--- config.mk ---
export PLATFORM = sky130hd
export DESIGN_NAME = plvc_ctrl
export DESIGN_NICKNAME = d
export VERILOG_FILES = /design/src/plvc_pkg.sv /design/src/plvc_ctrl.sv /design/src/plvc_lock_det.sv
export SDC_FILE = /design/constraint.sdc
export NUM_CORES = 1
export LEC_CHECK = 0
export BUFFER_PORTS_ARGS = -buffer_cell sky130_fd_sc_hd__buf_4
export CORE_MARGIN = 2
export CORE_UTILIZATION = 41
export CTS_CLUSTER_DIAMETER = 200
export CTS_CLUSTER_SIZE = 28
export DETAILED_ROUTE_END_ITERATION = 12
export HOLD_SLACK_MARGIN = 0.1
export MAX_ROUTING_LAYER = met4
export PLACE_DENSITY = 0.59
export REMOVE_ABC_BUFFERS = 1
export SETUP_SLACK_MARGIN = 0.1
export SYNTH_ARGS = -nofsm -noshare
export SYNTH_HDL_FRONTEND = slang
export SYNTH_SLANG_ARGS = --single-unit
--- constraint.sdc ---
create_clock -name sys_clk -period 18.25 [get_ports sys_clk]
set_input_delay 2.7375 -clock sys_clk [delete_from_list [all_inputs] [get_ports sys_clk]]
set_output_delay 2.7375 -clock sys_clk [all_outputs]
set_load 0.03 [all_outputs]
--- src/plvc_pkg.sv ---
// Constants, register map and types of the loop lock and oscillator calibration control
package plvc_pkg;

  localparam int ADDR_W   = 8;
  localparam int DATA_W   = 32;
  localparam int LD_CNT_W = 21;
  localparam int CORE_W   = 2;
  localparam int BAND_W   = 8;
  localparam int BIAS_W   = 3;
  localparam int SRCH_W   = CORE_W + BAND_W;
  localparam int TMO_W    = 15;
  localparam int BLEED_W  = 10;
  localparam int MUX_W    = 5;
  localparam int LDSEL_W  = 5;
  localparam int BDIV_W   = 8;
  localparam int ADIV_W   = 8;

  // Register byte offsets, one aligned word each
  localparam logic [ADDR_W-1:0] OFF_MAIN_DIV = 8'h00;
  localparam logic [ADDR_W-1:0] OFF_BLEED    = 8'h04;
  localparam logic [ADDR_W-1:0] OFF_LOCK_CFG = 8'h08;
  localparam logic [ADDR_W-1:0] OFF_CAL_CLK  = 8'h0C;
  localparam logic [ADDR_W-1:0] OFF_CAL_TMO  = 8'h10;
  localparam logic [ADDR_W-1:0] OFF_BAND_DIV = 8'h14;
  localparam logic [ADDR_W-1:0] OFF_MANUAL   = 8'h18;
  localparam logic [ADDR_W-1:0] OFF_STATUS   = 8'h1C;

  // Field positions
  localparam int MD_NINT_LSB   = 0;
  localparam int MD_ODIV_LSB   = 12;
  localparam int MD_RDIV_LSB   = 14;
  localparam int MD_DBL_BIT    = 20;
  localparam int BL_MAG_LSB    = 0;
  localparam int BL_EN_BIT     = 12;
  localparam int BL_DIR_BIT    = 13;
  localparam int LC_CNT_LSB    = 0;
  localparam int LC_WIN_BIT    = 8;
  localparam int LC_LOL_BIT    = 9;
  localparam int LC_WEN_BIT    = 10;
  localparam int LC_MUX_LSB    = 16;
  localparam int LC_LVL_BIT    = 24;
  localparam int CC_DIV1_LSB   = 0;
  localparam int CC_DIV2_LSB   = 2;
  localparam int CC_MODE_BIT   = 4;
  localparam int CC_CT_BIT     = 5;
  localparam int CC_REF_EN_BIT = 8;
  localparam int CC_FB_EN_BIT  = 9;
  localparam int CC_ADC_EN_BIT = 10;
  localparam int CC_ADIV_LSB   = 16;
  localparam int CT_SYN_LSB    = 0;
  localparam int CT_ALC_LSB    = 16;
  localparam int BD_DIV_LSB    = 0;
  localparam int MN_CORE_LSB   = 0;
  localparam int MN_BAND_LSB   = 8;
  localparam int MN_BIAS_LSB   = 16;
  localparam int MN_EN_BIT     = 31;
  localparam int ST_LOCK_BIT   = 0;
  localparam int ST_ADC_BIT    = 1;
  localparam int ST_FSM_BIT    = 2;
  localparam int ST_CORE_LSB   = 4;
  localparam int ST_BAND_LSB   = 8;
  localparam int ST_BIAS_LSB   = 16;

  // Values after reset
  localparam logic [DATA_W-1:0] MAIN_DIV_RST = 32'h0000_0000;
  localparam logic [DATA_W-1:0] BLEED_RST    = 32'h0000_0000;
  localparam logic [DATA_W-1:0] LOCK_CFG_RST = 32'h0000_0000;
  localparam logic [DATA_W-1:0] CAL_CLK_RST  = 32'h0000_0701;
  localparam logic [DATA_W-1:0] CAL_TMO_RST  = 32'h0001_0001;
  localparam logic [DATA_W-1:0] BAND_DIV_RST = 32'h0000_0001;
  localparam logic [DATA_W-1:0] MANUAL_RST   = 32'h0000_0000;

  // Test output selections
  localparam logic [MUX_W-1:0] MUX_SEL_LOCK = 5'h06;
  localparam logic [MUX_W-1:0] MUX_SEL_FSM  = 5'h07;
  localparam logic [MUX_W-1:0] MUX_SEL_ADC  = 5'h08;

  // Required in-window PFD cycles per count select code
  typedef logic [LD_CNT_W-1:0] plvc_ldcnt_t;
  localparam plvc_ldcnt_t [0:31] LD_TABLE = '{
    21'h00017, 21'h00020, 21'h0002F, 21'h00042, 21'h0005F, 21'h00086, 21'h000BF, 21'h0010E,
    21'h0017F, 21'h0021E, 21'h002FF, 21'h0043D, 21'h005FF, 21'h0087B, 21'h00BFF, 21'h010F7,
    21'h017FF, 21'h021EF, 21'h02FFF, 21'h043E0, 21'h05FFF, 21'h087C2, 21'h0BFFF, 21'h10F86,
    21'h17FFF, 21'h21F0D, 21'h2FFFF, 21'h43E1C, 21'h5FFFF, 21'h87C3A, 21'hBFFFF, 21'h10F875};

  typedef enum logic [2:0] {
    CAL_IDLE    = 3'b000,
    CAL_SETTLE  = 3'b001,
    CAL_SEARCH  = 3'b010,
    CAL_AMP     = 3'b011,
    CAL_ADC_END = 3'b100,
    CAL_FSM_END = 3'b101
  } plvc_cal_state_t;

endpackage
--- src/plvc_ctrl.sv ---
// Bleed offset, lock detect and oscillator calibration control with Avalon-MM registers
//
// What this block does
// - Bleed current drives the charge pump only while bleed enable is set.
// - Direction bit 1 sources constant current, 0 sinks it.
// - Each magnitude step adds 536 nA; delay step follows current over ICP times fPFD.
// - Ten-bit unsigned magnitude; direction 0 lengthens delay, 1 shortens it.
// - Lock detector runs only with both enables set; drives pin and status bit.
// - Lock result also goes to the test pin when its select code is chosen.
// - Lock shown only after enough consecutive PFD cycles inside the window.
// - Five-bit count select picks cycles from fixed table, 23 up to 1112181.
// - Lock low while counting, high at count, drops at once on window exit.
// - Window width bit: 0 allows 150 ps offset, 1 allows 250 ps.
// - Four cores of 256 bands; calibration picks core, band and bias.
// - Any write to the main divider register starts calibration.
// - Both busy flags high while calibrating; converter busy falls before sequencer busy.
//
// Design decisions made here: the Avalon-MM slave port and the register offsets.
`timescale 1ns/1ps
module plvc_ctrl (
  input  wire logic                          sys_clk,
  input  wire logic                          reset,
  input  wire logic                          clk_en,
  input  wire logic [plvc_pkg::ADDR_W-1:0]   avs_address,
  input  wire logic                          avs_read,
  input  wire logic                          avs_write,
  input  wire logic [plvc_pkg::DATA_W-1:0]   avs_writedata,
  input  wire logic [3:0]                    avs_byteenable,
  output logic      [plvc_pkg::DATA_W-1:0]   avs_readdata,
  output logic                               avs_waitrequest,
  input  wire logic                          pfd_tick,
  input  wire logic                          phase_in_window,
  input  wire logic                          cal_tick,
  input  wire logic                          osc_freq_low,
  input  wire logic [plvc_pkg::BIAS_W-1:0]   amp_level,
  output logic                               bleed_source_on,
  output logic                               bleed_sink_on,
  output logic      [plvc_pkg::BLEED_W-1:0]  bleed_magnitude,
  output logic                               lock_window_width,
  output logic                               lock_indicate_pin,
  output logic                               test_output_pin,
  output logic                               output_logic_level_select,
  output logic      [11:0]                   feedback_divide,
  output logic      [1:0]                    output_divide_select,
  output logic      [5:0]                    reference_divide,
  output logic                               reference_doubler_enable,
  output logic      [1:0]                    cal_clock_first_divider,
  output logic      [1:0]                    cal_clock_second_divider,
  output logic                               cal_clock_mode,
  output logic                               cal_count_select,
  output logic                               cal_ref_clock_enable,
  output logic                               cal_feedback_clock_enable,
  output logic                               cal_adc_clock_enable,
  output logic      [plvc_pkg::ADIV_W-1:0]   adc_clock_divide,
  output logic      [plvc_pkg::CORE_W-1:0]   oscillator_core_result,
  output logic      [plvc_pkg::BAND_W-1:0]   oscillator_band_result,
  output logic      [plvc_pkg::BIAS_W-1:0]   oscillator_bias_result
);
  import plvc_pkg::*;

  typedef struct packed {
    logic                  ack;
    logic [DATA_W-1:0]     rdata;
    logic [DATA_W-1:0]     main_div;
    logic [DATA_W-1:0]     bleed;
    logic [DATA_W-1:0]     lock_cfg;
    logic [DATA_W-1:0]     cal_clk;
    logic [DATA_W-1:0]     cal_tmo;
    logic [DATA_W-1:0]     band_div;
    logic [DATA_W-1:0]     manual;
    plvc_cal_state_t       st;
    logic [TMO_W-1:0]      wait_cnt;
    logic [3:0]            bit_idx;
    logic [SRCH_W-1:0]     search;
    logic [BIAS_W-1:0]     bias;
    logic                  adc_busy;
    logic                  cal_sequencer_busy_flag;
    logic                  test_pin;
  } plvc_ctrl_state_t;

  localparam plvc_ctrl_state_t CTRL_RST = '{
    main_div: MAIN_DIV_RST,
    bleed:    BLEED_RST,
    lock_cfg: LOCK_CFG_RST,
    cal_clk:  CAL_CLK_RST,
    cal_tmo:  CAL_TMO_RST,
    band_div: BAND_DIV_RST,
    manual:   MANUAL_RST,
    st:       CAL_IDLE,
    default:  '0};

  plvc_ctrl_state_t q;
  plvc_ctrl_state_t d;
  logic             req;
  logic             wr_done;
  logic             start;
  logic             cal_step;
  logic             ld_enable;
  logic             ld_locked;
  logic [DATA_W-1:0] status_word;
  logic [DATA_W-1:0] read_word;

  // Byte lanes merged into a register word
  function automatic logic [DATA_W-1:0] be_merge(input logic [DATA_W-1:0] old,
                                                 input logic [DATA_W-1:0] wd,
                                                 input logic [3:0]        be);
    be_merge = old;
    for (int i = 0; i < 4; i++) begin
      if (be[i]) begin
        be_merge[8*i +: 8] = wd[8*i +: 8];
      end
    end
  endfunction

  // A zero count would wrap and wait 32768 ticks, so it waits one tick
  function automatic logic [TMO_W-1:0] wait_load(input logic [TMO_W-1:0] v);
    wait_load = (v == '0) ? 15'h0001 : v;
  endfunction

  assign req       = avs_read | avs_write;
  assign wr_done   = avs_write & q.ack;
  assign start     = wr_done && (avs_address == OFF_MAIN_DIV);
  assign cal_step  = cal_tick & q.cal_clk[CC_REF_EN_BIT] & q.cal_clk[CC_FB_EN_BIT];
  assign ld_enable = q.lock_cfg[LC_LOL_BIT] & q.lock_cfg[LC_WEN_BIT];

  plvc_lock_det u_lock_det (
    .sys_clk         (sys_clk),
    .reset           (reset),
    .clk_en          (clk_en),
    .enable          (ld_enable),
    .pfd_tick        (pfd_tick),
    .phase_in_window (phase_in_window),
    .count_sel       (q.lock_cfg[LC_CNT_LSB +: LDSEL_W]),
    .locked          (ld_locked)
  );

  always_comb begin
    status_word = '0;
    status_word[ST_LOCK_BIT] = ld_locked;
    status_word[ST_ADC_BIT]  = q.adc_busy;
    status_word[ST_FSM_BIT]  = q.cal_sequencer_busy_flag;
    status_word[ST_CORE_LSB +: CORE_W] = q.search[SRCH_W-1 -: CORE_W];
    status_word[ST_BAND_LSB +: BAND_W] = q.search[BAND_W-1:0];
    status_word[ST_BIAS_LSB +: BIAS_W] = q.bias;
  end

  always_comb begin
    case (avs_address)
      OFF_MAIN_DIV: read_word = q.main_div;
      OFF_BLEED:    read_word = q.bleed;
      OFF_LOCK_CFG: read_word = q.lock_cfg;
      OFF_CAL_CLK:  read_word = q.cal_clk;
      OFF_CAL_TMO:  read_word = q.cal_tmo;
      OFF_BAND_DIV: read_word = q.band_div;
      OFF_MANUAL:   read_word = q.manual;
      OFF_STATUS:   read_word = status_word;
      default:      read_word = '0;
    endcase
  end

  always_comb begin
    d = q;
    // One wait state: answer in the cycle after the request appears
    d.ack = req & ~q.ack;
    if (req && !q.ack) begin
      d.rdata = read_word;
    end
    if (wr_done) begin
      case (avs_address)
        OFF_MAIN_DIV: d.main_div = be_merge(q.main_div, avs_writedata, avs_byteenable);
        OFF_BLEED:    d.bleed    = be_merge(q.bleed, avs_writedata, avs_byteenable);
        OFF_LOCK_CFG: d.lock_cfg = be_merge(q.lock_cfg, avs_writedata, avs_byteenable);
        OFF_CAL_CLK:  d.cal_clk  = be_merge(q.cal_clk, avs_writedata, avs_byteenable);
        OFF_CAL_TMO:  d.cal_tmo  = be_merge(q.cal_tmo, avs_writedata, avs_byteenable);
        OFF_BAND_DIV: d.band_div = be_merge(q.band_div, avs_writedata, avs_byteenable);
        OFF_MANUAL:   d.manual   = be_merge(q.manual, avs_writedata, avs_byteenable);
        default:      d.main_div = q.main_div;
      endcase
    end

    // core and band search, then bias
    case (q.st)
      CAL_IDLE: begin
        d.st = CAL_IDLE;
      end
      CAL_SETTLE: begin
        if (cal_step) begin
          if (q.wait_cnt == 15'h0001) begin
            d.st       = CAL_SEARCH;
            d.bit_idx  = 4'h9;
            d.search   = 10'h200;
            d.wait_cnt = wait_load({7'h00, q.band_div[BD_DIV_LSB +: BDIV_W]});
          end else begin
            d.wait_cnt = q.wait_cnt - 15'h0001;
          end
        end
      end
      CAL_SEARCH: begin
        if (cal_step) begin
          if (q.wait_cnt == 15'h0001) begin
            // Trial too fast: drop this bit
            if (!osc_freq_low) begin
              d.search[q.bit_idx] = 1'b0;
            end
            if (q.bit_idx == 4'h0) begin
              d.st       = CAL_AMP;
              d.wait_cnt = wait_load(q.cal_tmo[CT_ALC_LSB +: TMO_W]);
            end else begin
              d.bit_idx             = q.bit_idx - 4'h1;
              d.search[q.bit_idx - 4'h1] = 1'b1;
              d.wait_cnt = wait_load({7'h00, q.band_div[BD_DIV_LSB +: BDIV_W]});
            end
          end else begin
            d.wait_cnt = q.wait_cnt - 15'h0001;
          end
        end
      end
      CAL_AMP: begin
        // Converter clock must run for the amplitude loop
        if (cal_step && q.cal_clk[CC_ADC_EN_BIT]) begin
          if (q.wait_cnt == 15'h0001) begin
            d.bias = amp_level;
            d.st   = CAL_ADC_END;
          end else begin
            d.wait_cnt = q.wait_cnt - 15'h0001;
          end
        end
      end
      CAL_ADC_END: begin
        d.adc_busy = 1'b0;
        d.st       = CAL_FSM_END;
      end
      CAL_FSM_END: begin
        d.cal_sequencer_busy_flag = 1'b0;
        d.st       = CAL_IDLE;
      end
      default: begin
        d.st       = CAL_IDLE;
        d.adc_busy = 1'b0;
        d.cal_sequencer_busy_flag = 1'b0;
      end
    endcase

    // a new write restarts any run in progress
    if (start) begin
      d.adc_busy = 1'b1;
      d.cal_sequencer_busy_flag = 1'b1;
      if (q.manual[MN_EN_BIT]) begin
        d.search = {q.manual[MN_CORE_LSB +: CORE_W], q.manual[MN_BAND_LSB +: BAND_W]};
        d.bias   = q.manual[MN_BIAS_LSB +: BIAS_W];
        d.st     = CAL_ADC_END;
      end else begin
        d.search   = '0;
        d.st       = CAL_SETTLE;
        d.wait_cnt = wait_load(q.cal_tmo[CT_SYN_LSB +: TMO_W]);
      end
    end

    case (q.lock_cfg[LC_MUX_LSB +: MUX_W])
      MUX_SEL_LOCK: d.test_pin = ld_locked;
      MUX_SEL_FSM:  d.test_pin = q.cal_sequencer_busy_flag;
      MUX_SEL_ADC:  d.test_pin = q.adc_busy;
      default:      d.test_pin = 1'b0;
    endcase
  end

  always_ff @(posedge sys_clk or posedge reset) begin
    if (reset) begin
      q <= CTRL_RST;
    end else if (clk_en) begin
      q <= d;
    end
  end

  // Held while clock enable is low so no access is lost
  assign avs_waitrequest = req & ~(q.ack & clk_en);
  assign avs_readdata    = q.rdata;

  assign bleed_source_on = q.bleed[BL_EN_BIT] & q.bleed[BL_DIR_BIT];
  assign bleed_sink_on   = q.bleed[BL_EN_BIT] & ~q.bleed[BL_DIR_BIT];
  assign bleed_magnitude = q.bleed[BL_MAG_LSB +: BLEED_W];
  assign lock_window_width          = q.lock_cfg[LC_WIN_BIT];
  assign output_logic_level_select  = q.lock_cfg[LC_LVL_BIT];
  assign lock_indicate_pin          = ld_locked;
  assign test_output_pin            = q.test_pin;
  assign feedback_divide            = q.main_div[MD_NINT_LSB +: 12];
  assign output_divide_select       = q.main_div[MD_ODIV_LSB +: 2];
  assign reference_divide           = q.main_div[MD_RDIV_LSB +: 6];
  assign reference_doubler_enable   = q.main_div[MD_DBL_BIT];
  assign cal_clock_first_divider    = q.cal_clk[CC_DIV1_LSB +: 2];
  assign cal_clock_second_divider   = q.cal_clk[CC_DIV2_LSB +: 2];
  assign cal_clock_mode             = q.cal_clk[CC_MODE_BIT];
  assign cal_count_select           = q.cal_clk[CC_CT_BIT];
  assign cal_ref_clock_enable       = q.cal_clk[CC_REF_EN_BIT];
  assign cal_feedback_clock_enable  = q.cal_clk[CC_FB_EN_BIT];
  assign cal_adc_clock_enable       = q.cal_clk[CC_ADC_EN_BIT];
  assign adc_clock_divide           = q.cal_clk[CC_ADIV_LSB +: ADIV_W];
  assign oscillator_core_result     = q.search[SRCH_W-1 -: CORE_W];
  assign oscillator_band_result     = q.search[BAND_W-1:0];
  assign oscillator_bias_result     = q.bias;

  bleed_write_a: assert property (@(posedge sys_clk) disable iff (reset)
    clk_en && wr_done && avs_address == OFF_BLEED && avs_byteenable[1] && !avs_writedata[BL_EN_BIT]
    |=> !bleed_source_on && !bleed_sink_on) else $error("bleed left on after disable");

  bleed_dir_a: assert property (@(posedge sys_clk) disable iff (reset)
    bleed_source_on |-> !bleed_sink_on && q.bleed[BL_DIR_BIT]) else $error("bleed direction wrong");

  cal_start_a: assert property (@(posedge sys_clk) disable iff (reset)
    clk_en && start |=> q.adc_busy && q.cal_sequencer_busy_flag && q.st != CAL_IDLE) else $error("calibration not started");

  busy_order_a: assert property (@(posedge sys_clk) disable iff (reset)
    $fell(q.cal_sequencer_busy_flag) |-> !q.adc_busy && !$past(q.adc_busy)) else $error("sequencer busy fell first");

  adc_fall_a: assert property (@(posedge sys_clk) disable iff (reset)
    $fell(q.adc_busy) |-> q.cal_sequencer_busy_flag) else $error("converter busy fell after sequencer");

  mux_lock_a: assert property (@(posedge sys_clk) disable iff (reset)
    clk_en && q.lock_cfg[LC_MUX_LSB +: MUX_W] == MUX_SEL_LOCK && !wr_done
    |=> test_output_pin == $past(ld_locked)) else $error("test pin misses lock");

  manual_load_a: assert property (@(posedge sys_clk) disable iff (reset)
    clk_en && start && q.manual[MN_EN_BIT]
    |=> oscillator_band_result == $past(q.manual[MN_BAND_LSB +: BAND_W])) else $error("manual band not loaded");

  bus_answer_a: assert property (@(posedge sys_clk) disable iff (reset)
    clk_en && req && !q.ack ##1 clk_en && req |-> !avs_waitrequest) else $error("bus answer late");

endmodule // plvc_ctrl

--- src/plvc_lock_det.sv ---
// Phase window lock detector counting consecutive in-window PFD cycles
`timescale 1ns/1ps
module plvc_lock_det (
  input  wire logic                  sys_clk,
  input  wire logic                  reset,
  input  wire logic                  clk_en,
  input  wire logic                  enable,
  input  wire logic                  pfd_tick,
  input  wire logic                  phase_in_window,
  input  wire logic [plvc_pkg::LDSEL_W-1:0] count_sel,
  output logic                       locked
);
  import plvc_pkg::*;

  typedef struct packed {
    plvc_ldcnt_t cnt;
    logic        locked;
  } plvc_ld_state_t;

  plvc_ld_state_t q;
  plvc_ld_state_t d;

  function automatic plvc_ldcnt_t ld_target(input logic [LDSEL_W-1:0] sel);
    ld_target = LD_TABLE[sel];
  endfunction

  always_comb begin
    d = q;
    if (!enable) begin
      d.cnt    = '0;
      d.locked = 1'b0;
    end else if (!phase_in_window) begin
      d.cnt    = '0;
      d.locked = 1'b0;
    end else if (pfd_tick && !q.locked) begin
      d.cnt = q.cnt + 21'h000001;
      if (d.cnt >= ld_target(count_sel)) begin
        d.locked = 1'b1;
      end
    end
  end

  always_ff @(posedge sys_clk or posedge reset) begin
    if (reset) begin
      q <= '0;
    end else if (clk_en) begin
      q <= d;
    end
  end

  assign locked = q.locked;

  lock_drop_a: assert property (@(posedge sys_clk) disable iff (reset)
    clk_en && !phase_in_window |=> !locked) else $error("lock held outside window");

  lock_off_a: assert property (@(posedge sys_clk) disable iff (reset)
    clk_en && !enable |=> !locked && q.cnt == '0) else $error("lock high while disabled");

  cnt_clear_a: assert property (@(posedge sys_clk) disable iff (reset)
    clk_en && enable && !phase_in_window |=> q.cnt == '0) else $error("count kept after exit");

  lock_rise_a: assert property (@(posedge sys_clk) disable iff (reset)
    $rose(locked) |-> q.cnt == ld_target($past(count_sel))) else $error("lock rose off threshold");

endmodule // plvc_lock_det

==> results of run 1 <==
## flip-flops by register name (all words and copies together), names as in the netlist, 2 cells and up
signal	cells
output_divide_select	2
avs_readdata	32
adc_clock_divide	8
oscillator_band_result	8
cal_clock_first_divider	2
oscillator_core_result	2
feedback_divide	12
u_lock_det.q	21
oscillator_bias_result	3
q	199
cal_clock_second_divider	2
reference_divide	6
bleed_magnitude	10
## power by group through the flow
stage | Sequential (mW) | Combinational, mW | Clock (mW)
floorplan | 0.735 | 0.0482 | 0
global placement | 0.737 | 0.0945 | 0
detailed placement | 0.737 | 0.0951 | 0
CTS | 0.723 | 0.0954 | 0.404
global route | 0.726 | 0.104 | 0.428
finish | 0.724 | 0.0957 | 0.394
## path summary, 6_finish.rpt
| check | from | endpoint | cells past startpoint |
|---|---|---|---|
| worst min-delay path | avs_readdata[31] | avs_readdata[31] | 1 |
| max in group asynchronous | reset | q[180] | 4 |
| worst max-delay path | clk_en | avs_waitrequest | 3 |
| worst min register to register | avs_readdata[31] | avs_readdata[31] | 1 |
| min in group asynchronous | reset | oscillator_bias_result[1] | 2 |
| worst max register to register | q[169] | u_lock_det.locked | 12 |
## stage by stage
step	total power, mW	hold slack [ps]	util [%]
floorplan	0.783	469	-
global placement	0.831	475	44.1
detailed placement	0.832	476	44.1
CTS	1.22	501	45.1
global route	1.26	526	45.1
finish	1.21	497	45.1
## cell type report
cell class	count	area (um^2)
Antenna cell	1	2.50
Clock buffer	24	409
Multi-Input combinational cell	1119	8100
Timing Repair Buffer	171	1280
Sequential cell	317	7940
Tap cell	532	666
Clock inverter	1	20.0
Fill cell	3896	22500
Inverter	18	75.1
## routing by layer
| metal | up-vias | GRT usage (%) | part of all wire, % |
|---|---|---|---|
| met5 | - | - | 0 |
| met4 | 0 | 5.09 | 1.7 |
| met3 | 47 | 2.90 | 5.9 |
| met2 | 426 | 39.5 | 48 |
| met1 | 6896 | 34.5 | 45 |
| li1 | 6044 | - | - |
## worst max-delay path, cell delays in order
cell and delay, ps:
buf_4 180, a21oi_1 170, buf_4 180
## cells by family after synthesis
group,Yosys count
AO/OA/AOI/OAI,441
XOR/XNOR,23
adder cells (fa/ha/maj),30
buffers and inverters,196
flip-flops,317
multiplexers,231
AND/OR/NAND/NOR,394
## cells in the final DEF (no fill, tap or decap), types with 27 or more instances in the layout
master	netlist	routed
dfrtp_1	310	310
mux2_2	221	221
buf_4	87	171
nand2_1	109	109
o21ai_0	107	106
nor2_1	96	94
a21oi_1	79	79
a22oi_1	72	72
nand3_1	37	37
ha_1	30	30
a21o_1	27	27
==> impl_metrics.yaml, run 1 <==
sta:
  worst_pin_slew_ps: 1430
  drv_slew: 0
  finalSetupViolCount: 0
  tns_ps: 0
  layout_setup_ws_ps: 12230
  max_freq_mhz: 166
  maxSlewHeadroom_pct: 4.43
  period_needed_ps: 6020
  rsz0062_at_grt: "false"
  finalHoldViolations: 0
  post-route-period-util_pct: 33.0
  clock_skew_ps: 37.5
clock_network:
  path_clk_slew_ps: 110
  cts_setup_buffers: 0
  cts_tree: "yes"
  cts-htree-levels: 1
  ctsResizeCount: 0
  clock-root-buffer: "clkbuf_16"
  numClockSinks: 317
  postCtsHoldBufs: 0
  insertion_delay_ps: 520
  clk_path_buf_depth: 3
  numCtsBuffers: 15
routing:
  antenna_left: 0
  drt-initial-drc-count: 1390
  wl_per_cell_um: 24.3
  via_count: 13413
  via_per_inst: 6.14
  wl_um: 53100
  first_pass_iters: 5
  drc_errors: 0
worst_setup_path:
  worst-path-max-fanout: 16
  required_ps: 15510
  r2r_slack_ps: 14510
  path_class: "in2out"
  worstPathArrival_ps: 3290
  end_kind: "output port"
  critPathLaunchType: "input pin"
placed_design:
  place_ws_ps: 12230
  portBuffers: 155
  placed_area_um2: 18100
  gp_congestion: 0.911
  dp.cells: 2157
  dp_hpwl_um: 38200
yosys:
  ys_async_sr_fraction_pct: 100
  ys_warn_count: 0
  synth_top_area_cell: "dfrtp_1"
  synth_top_family_by_area: "compound AO/OA/AOI/OAI gates"
  yosys.area_share.adder_pct: 2.20
  ys_seq_elements: 317
  synth_compound_area_share_pct: 17.2
  synth_area_um2: 17100
  synthFlopType: "dfrtp_1"
  synthXorXnorAreaFrac_pct: 1.18
  synthTopCellsByCount: "dfrtp_1 (310), mux2_2 (221), nand2_1 (109)"
  synth.area.mux_share_pct: 15.2
  yosysTopAreaCellShare_pct: 45.4
  syn_area_per_cell_um2: 10.5
  yosys.cell_count.top_type: "dfrtp_1"
  yosys.area_share.simple_pct: 11.5
  postSynthCellCount: 1632
  seq_area_frac_synth_pct: 46.5
  synth_enable_flop_cells: 0
  synth_area_leaders: "dfrtp_1 (45%), mux2_2 (15%), buf_4 (3.8%)"
  ys_types: 70
grt:
  grt_max_degree: 94
  grt_first_pass_wirelength_um: 81600
  grt_overflow: 0
  track_usage_pct: 24.9
  grt_pass1_vias: 12886
  antenna_found_initial: 1
floorplan:
  die-height_um: 208
  start_util_pct: 41.7
  core_um2: 41000
  ios: 156
  die_w_um: 208
  rows: 74
  design.die.area_um2: 43300
run_status:
  outcome: "completed"
power:
  power.density_nw_per_um2: 65.6
  netSwitchingFraction_pct: 25.7
  vdd_ir_drop_max_mv: 0.0580
  internal-power_mw: 0.902
  sequentialPowerShare_pct: 59.7
  pwr-share-comb_pct: 7.9
  clock_power_share_pct: 32.4
  p_sw_mw: 0.311
  leakage_nw: 8.51
flow_run:
  cap_violations: 0
worst_hold_path:
  min_path_type: "reg2reg"
finish:
  instances_no_fill: 2183
  nNetsFinal: 1728
  fin_area_um2: 18500
  area_growth_pct: 8.29
  drive_gt1_share_pct: 26.4
Power figures use the tool's default switching activity.
==> inputs of run 2 (changes only) <==
--- a/config.mk
+++ b/config.mk
@@ -5,6 +5,7 @@
 export SDC_FILE = /design/constraint.sdc
 export NUM_CORES = 1
 export LEC_CHECK = 0
+export ABC_AREA = 1
 export BUFFER_PORTS_ARGS = -buffer_cell sky130_fd_sc_hd__buf_4
 export CORE_MARGIN = 2
 export CORE_UTILIZATION = 41
@@ -13,7 +14,7 @@
 export DETAILED_ROUTE_END_ITERATION = 12
 export HOLD_SLACK_MARGIN = 0.1
 export MAX_ROUTING_LAYER = met4
-export PLACE_DENSITY = 0.59
+export PLACE_DENSITY = 0.61
 export REMOVE_ABC_BUFFERS = 1
 export SETUP_SLACK_MARGIN = 0.1
 export SYNTH_ARGS = -nofsm -noshare
==> constraint.sdc (replaced) <==
create_clock -name sys_clk -period 5.3 [get_ports sys_clk]
set_input_delay 0.795 -clock sys_clk [delete_from_list [all_inputs] [get_ports sys_clk]]
set_output_delay 0.795 -clock sys_clk [all_outputs]
set_load 0.03 [all_outputs]
==> run 2 against run 1 <==
Cell count grew 30%; flip-flop and latch count is the same; non-clock buffer count shrank 4; global-route usage grew 0.82 points; utilization shrank 0.40 points; count of clock-buffer cells in the layout is the same; sequential share of layout area shrank 0.48 points; register-to-register slack lost 12000 ps; total power grew to 3.7 times the previous value; clock power grew to 3.5 times the previous value; synthesized cell count grew 39%; wire length grew 4.0%.
==> impl_metrics.yaml, run 2 <==
routing:
  first_pass_iters: 7
  antenna_left: 0
  via_per_inst: 5.38
  drt-initial-drc-count: 1405
  drc_errors: 0
  wl_um: 55200
  wl_per_cell_um: 19.5
  via_count: 15287
power:
  sequentialPowerShare_pct: 56.8
  clock_power_share_pct: 30.7
  internal-power_mw: 3.20
  pwr-share-comb_pct: 12.6
  vdd_ir_drop_max_mv: 0.167
  netSwitchingFraction_pct: 28.9
  power.density_nw_per_um2: 240
  total_power_mw: 4.50
  leakage_nw: 9.07
  p_sw_mw: 1.30
floorplan:
  die-height_um: 210
  ios: 156
  rows: 75
  die_w_um: 210
  core_um2: 41900
  start_util_pct: 41.5
  design.die.area_um2: 44000
worst_setup_path:
  end_kind: "flip-flop"
  worst-path-max-fanout: 4
  slowest_delay_ps: 400
  path_class: "reg2reg"
  crit_slowest_cell: "dfrtp_1"
  crit_top_cell: "nand2_1"
  cp_top_family: "simple AND/OR/NAND/NOR gates"
  critPathLaunchType: "flip-flop"
  worstPathArrival_ps: 3570
  cp_cell_sequence: "ha_1 -> nand2_1 -> nor2_4 -> nand4_2 -> nor2_2 -> nand2_2 -> nor3_4 -> nand3_1 -> nand2_1 -> inv_1 -> ha_1 -> nand2_1 -> nor2_1 -> nand2_1 -> nor3_1 -> o21ai_0 -> nand4_1 -> nand2_1 -> a21oi_1"
  r2r_slack_ps: 2180
  critPathBufInv: 1
  required_ps: 5750
clock_network:
  cts_tree: "yes"
  clk_path_buf_depth: 3
  ctsResizeCount: 0
  numClockSinks: 317
  insertion_delay_ps: 540
  numCtsBuffers: 15
  path_clk_slew_ps: 110
  cts_setup_buffers: 0
  cts-htree-levels: 1
  postCtsHoldBufs: 0
  clock-root-buffer: "clkbuf_16"
yosys:
  synth_top_area_cell: "dfrtp_1"
  yosys.cell_count.top_type: "nand2_1"
  syn_area_per_cell_um2: 7.65
  synthFlopType: "dfrtp_1"
  seq_area_frac_synth_pct: 45.7
  ys_seq_elements: 317
  synth_area_um2: 17400
  ys_types: 53
  synth_enable_flop_cells: 0
  postSynthCellCount: 2271
  ys_warn_count: 0
  synth_area_leaders: "dfrtp_1 (45%), nand2_1 (16%), o21ai_0 (8.9%)"
  yosysTopAreaCellShare_pct: 44.6
  synthTopCellsByCount: "nand2_1 (752), dfrtp_1 (310), o21ai_0 (310)"
  ys_async_sr_fraction_pct: 100
sta:
  rsz0062_at_grt: "false"
  drv_slew: 0
  finalHoldViolations: 0
  post-route-period-util_pct: 58.9
  maxSlewHeadroom_pct: 31.3
  max_freq_mhz: 320
  finalSetupViolCount: 0
  clock_skew_ps: 51.8
  layout_setup_ws_ps: 2180
  holdWs_ps: 482
  period_needed_ps: 3120
  worst_pin_slew_ps: 1030
finish:
  area_growth_pct: 7.68
  largest_register_ffs: 199
  drive_gt1_share_pct: 11.6
  antenna_cells: 0
  final_util_pct: 44.7
  final_common_cell: "nand2_1"
  layout_common_cells: "nand2_1 (752), o21ai_0 (310), dfrtp_1 (310), inv_1 (190), buf_4 (167)"
  instances_no_fill: 2840
  regMostFlops: "q"
  nNetsFinal: 2379
  final.fill_count: 4330
worst_hold_path:
  min_path_type: "in2async"
grt:
  track_usage_pct: 25.7
  grt_pass1_vias: 14544
  grt_max_degree: 140
  grt_first_pass_wirelength_um: 85700
  antenna_found_initial: 0
  grt_overflow: 0
flow_run:
  cap_violations: 0
placed_design:
  portBuffers: 155
  dp_hpwl_um: 40300
  dp.cells: 2815
  place_ws_ps: 2060
  gp_congestion: 0.972
run_status:
  outcome: "completed"
[run 2: worst register-to-register path, stage by stage (launching register included)]
cell and delay [ps]:
dfrtp_1 400, ha_1 200, nand2_1 100, nor2_4 140, nand4_2 120, nor2_2 180, nand2_2 140, nor3_4 180
nand3_1 100, nand2_1 100, inv_1 50, ha_1 330, nand2_1 80, nor2_1 140, nand2_1 110, nor3_1 150
o21ai_0 130, nand4_1 100, nand2_1 50, a21oi_1 230
[run 2: worst paths after layout]
| kind | start | end | cells after the start |
|---|---|---|---|
| worst max-delay path | u_lock_det.q[1] | u_lock_det.locked | 19 |
| worst min-delay path | reset | q[99] | 2 |
| worst max register to register | u_lock_det.q[1] | u_lock_det.locked | 19 |
| worst min register to register | q[195] | q[195] | 2 |
| max in group asynchronous | reset | avs_readdata[22] | 3 |
| min in group sys_clk | q[195] | q[195] | 2 |
[run 2: layout make-up]
cell class | count | area [um^2] | area share (%)
Timing Repair Buffer | 167 | 1250 | 6.70
Sequential cell | 317 | 7940 | 42.4
Multi-Input combinational cell | 1587 | 7630 | 40.8
Tap cell | 539 | 674 | 3.60
Inverter | 205 | 779 | 4.17
Clock inverter | 1 | 20.0 | 0.107
Clock buffer | 24 | 409 | 2.19
[run 2: logic make-up after synthesis]
group	after synthesis	share of synthesized area, %
flops	317	45.7
buf+inv	367	10.4
compound gates	466	14.5
mux	1	0.0576
fa+ha+maj	30	2.16
simple gates	1071	26.2
xor+xnor	19	0.958
[run 2: metrics by stage]
step	TNS, ps	cell area [um^2]
after floorplan	-1331130	16300
after global placement	0	18300
after detailed placement	0	18300
after CTS	0	18700
after global routing	0	18700
final	0	18700
[run 2: layer usage]
metal  global-route usage (%)  up-vias  part of all wire [%]  wire length [um]
met3                     2.78       73                   5.7              3170
met2                     41.6      474                    48             26500
li1                         -     7339                     -                 -
met4                     6.21        0                   2.4              1310
met1                     34.8     7401                    44             24300
met5                        -        -                     0                 0
[run 2: power groups by stage]
stage               clock [mW]  combinational [mW]  sequential, mW
global route              1.48               0.644            2.56
global placement             0               0.558            2.60
finish                    1.38               0.565            2.55
floorplan                    0               0.366            2.58
detailed placement           0               0.565            2.60
CTS                       1.42               0.567            2.55
==> inputs of run 3 (changes only) <==
--- a/config.mk
+++ b/config.mk
@@ -14,7 +14,7 @@
 export DETAILED_ROUTE_END_ITERATION = 12
 export HOLD_SLACK_MARGIN = 0.1
 export MAX_ROUTING_LAYER = met4
-export PLACE_DENSITY = 0.61
+export PLACE_DENSITY = 0.59
 export REMOVE_ABC_BUFFERS = 1
 export SETUP_SLACK_MARGIN = 0.1
 export SYNTH_ARGS = -nofsm -noshare
==> constraint.sdc (replaced) <==
create_clock -name sys_clk -period 3.15 [get_ports sys_clk]
set_input_delay 0.4725 -clock sys_clk [delete_from_list [all_inputs] [get_ports sys_clk]]
set_output_delay 0.4725 -clock sys_clk [all_outputs]
set_load 0.03 [all_outputs]
==> run 3 against run 2 <==
Cell count rose by 0.85%; count of clock-buffer cells in the layout unchanged; utilization grew 0.69 points; non-clock buffer count is 23 higher; total power rose by 69%; first-iteration DRC count decreased by 0.64%; hold slack worse by 200 ps; via count up 0.12%; setup slack got worse by 1800 ps; flip-flop and latch count did not move; highest routed layer unchanged; maximum frequency is 12% higher.
==> impl_metrics.yaml, run 3 (synthesis results as in run 2) <==
run_status:
  outcome: "completed"
sta:
  finalHoldViolations: 0
  layout_setup_ws_ps: 374
  drv_slew: 0
  period_needed_ps: 2780
  worst_pin_slew_ps: 1060
  post-route-period-util_pct: 88.1
  finalSetupViolCount: 0
  holdWs_ps: 281
  rsz0062_at_grt: "false"
  maxSlewHeadroom_pct: 29.4
  clock_skew_ps: 39.8
  max_freq_mhz: 360
routing:
  wl_per_cell_um: 19.2
  via_per_inst: 5.34
  antenna_left: 0
  first_pass_iters: 5
  drc_errors: 0
  drt-initial-drc-count: 1396
  wl_um: 55000
  via_count: 15306
power:
  total_power_mw: 7.59
  power.density_nw_per_um2: 400
  vdd_ir_drop_max_mv: 0.276
  leakage_nw: 9.23
worst_hold_path:
  hold_depth: 3
  min_path_type: "in2reg"
clock_network:
  insertion_delay_ps: 550
  numCtsBuffers: 15
  cts-htree-levels: 1
  clk_path_buf_depth: 3
  path_clk_slew_ps: 130
  numClockSinks: 317
  cts_tree: "yes"
  clock-root-buffer: "clkbuf_16"
worst_setup_path:
  required_ps: 3640
  end_kind: "flip-flop"
  critPathLaunchType: "flip-flop"
  r2r_cells: 19
  worst-path-max-fanout: 4
  worstPathArrival_ps: 3270
  path_class: "reg2reg"
grt:
  track_usage_pct: 25.6
  grt_overflow: 0
  grt_max_degree: 85
  antenna_found_initial: 0
  grt_pass1_vias: 14646
  grt_first_pass_wirelength_um: 85500
finish:
  multiInputGateArea_um2: 7660
  seq_area_um2: 7940
  final.fill_count: 4285
  area_growth_pct: 9.35
  drive_gt1_share_pct: 12.6
  layout_common_cells: "nand2_1 (752), dfrtp_1 (310), o21ai_0 (309), inv_1 (190), buf_4 (183)"
  regMostFlops: "q"
  final_common_cell: "nand2_1"
  antenna_cells: 0
  nNetsFinal: 2402
  largest_register_ffs: 199
placed_design:
  place_ws_ps: 300
  portBuffers: 155
  dp_hpwl_um: 40600
  gp_congestion: 0.938
flow_run:
  cap_violations: 0
floorplan:
  core_um2: 41900
  start_util_pct: 41.5
  ios: 156
  design.die.area_um2: 44000
  die_w_um: 210
  rows: 75
  die-height_um: 210
run 3: final cells by class:
| class | count | area share [%] |
|---|---|---|
| Inverter | 205 | 4.10 |
| Sequential cell | 317 | 41.8 |
| Multi-Input combinational cell | 1587 | 40.3 |
| Timing Repair Buffer | 190 | 7.92 |
| Clock inverter | 2 | 0.151 |
| Clock buffer | 24 | 2.15 |
| Tap cell | 539 | 3.55 |
run 3: repair_timing:
| item | in CTS | in global routing |
|---|---|---|
| buffers inserted | 0 | 2 |
| endpoints found under the setup margin | 0 | 1 |
| gates resized for setup | 0 | 7 |
| hold endpoints to repair | 77 | 0 |
| hold buffers | 1 | 0 |
run 3: metrics by stage:
stage	TNS (ps)	utilization (%)	instance area, um^2	cells
6_report	0	45.4	19000	2864
5_1_grt	0	45.4	19000	2864
4_1_cts	0	45.3	19000	2862
3_5_place_dp	0	44.2	18500	2835
3_3_place_gp	0	44.2	18500	2835
2_1_floorplan	-1919600	-	16300	2109
run 3: power by group:
| group | switching [mW] | total, mW | internal (mW) |
|---|---|---|---|
| Combinational | 0.664 | 0.970 | 0.306 |
| Sequential | 0.137 | 4.29 | 4.16 |
| Clock | 1.39 | 2.33 | 0.935 |
run 3: critical path: stages, from the launching register on:
cell and delay (ps):
dfrtp_1 390, ha_1 190, nand2_1 90, nor2_4 160
nand4_4 110, nor2_4 140, nand2_4 90, nor3_4 200
nand3_1 90, nand2_1 90, inv_1 50, ha_1 320
nand2_1 90, nor2_2 120, nand2_1 90, nor3_2 100
o21ai_1 90, nand4_1 90, nand2_1 70, a21oi_2 130
run 3: path summary, 6_finish.rpt:
path | from | slack [ps] | to
max | u_lock_det.q[1] | 370 | u_lock_det.locked
min | avs_writedata[23] | 280 | q[189]
max reg2reg | u_lock_det.q[1] | 370 | u_lock_det.locked
min reg2reg | q[94] | 490 | q[94]
max in group asynchronous | reset | 1690 | q[63]
min in group asynchronous | reset | 580 | avs_readdata[27]
run 3: per-layer routing:
metal	up-vias	wire length, um	GRT usage (%)	share of wire [%]
met2	441	25600	40.8	47
met4	0	1500	7.04	2.7
met1	7405	25400	35.6	46
li1	7381	-	-	-
met3	79	2460	1.75	4.5
met5	-	0	-	0
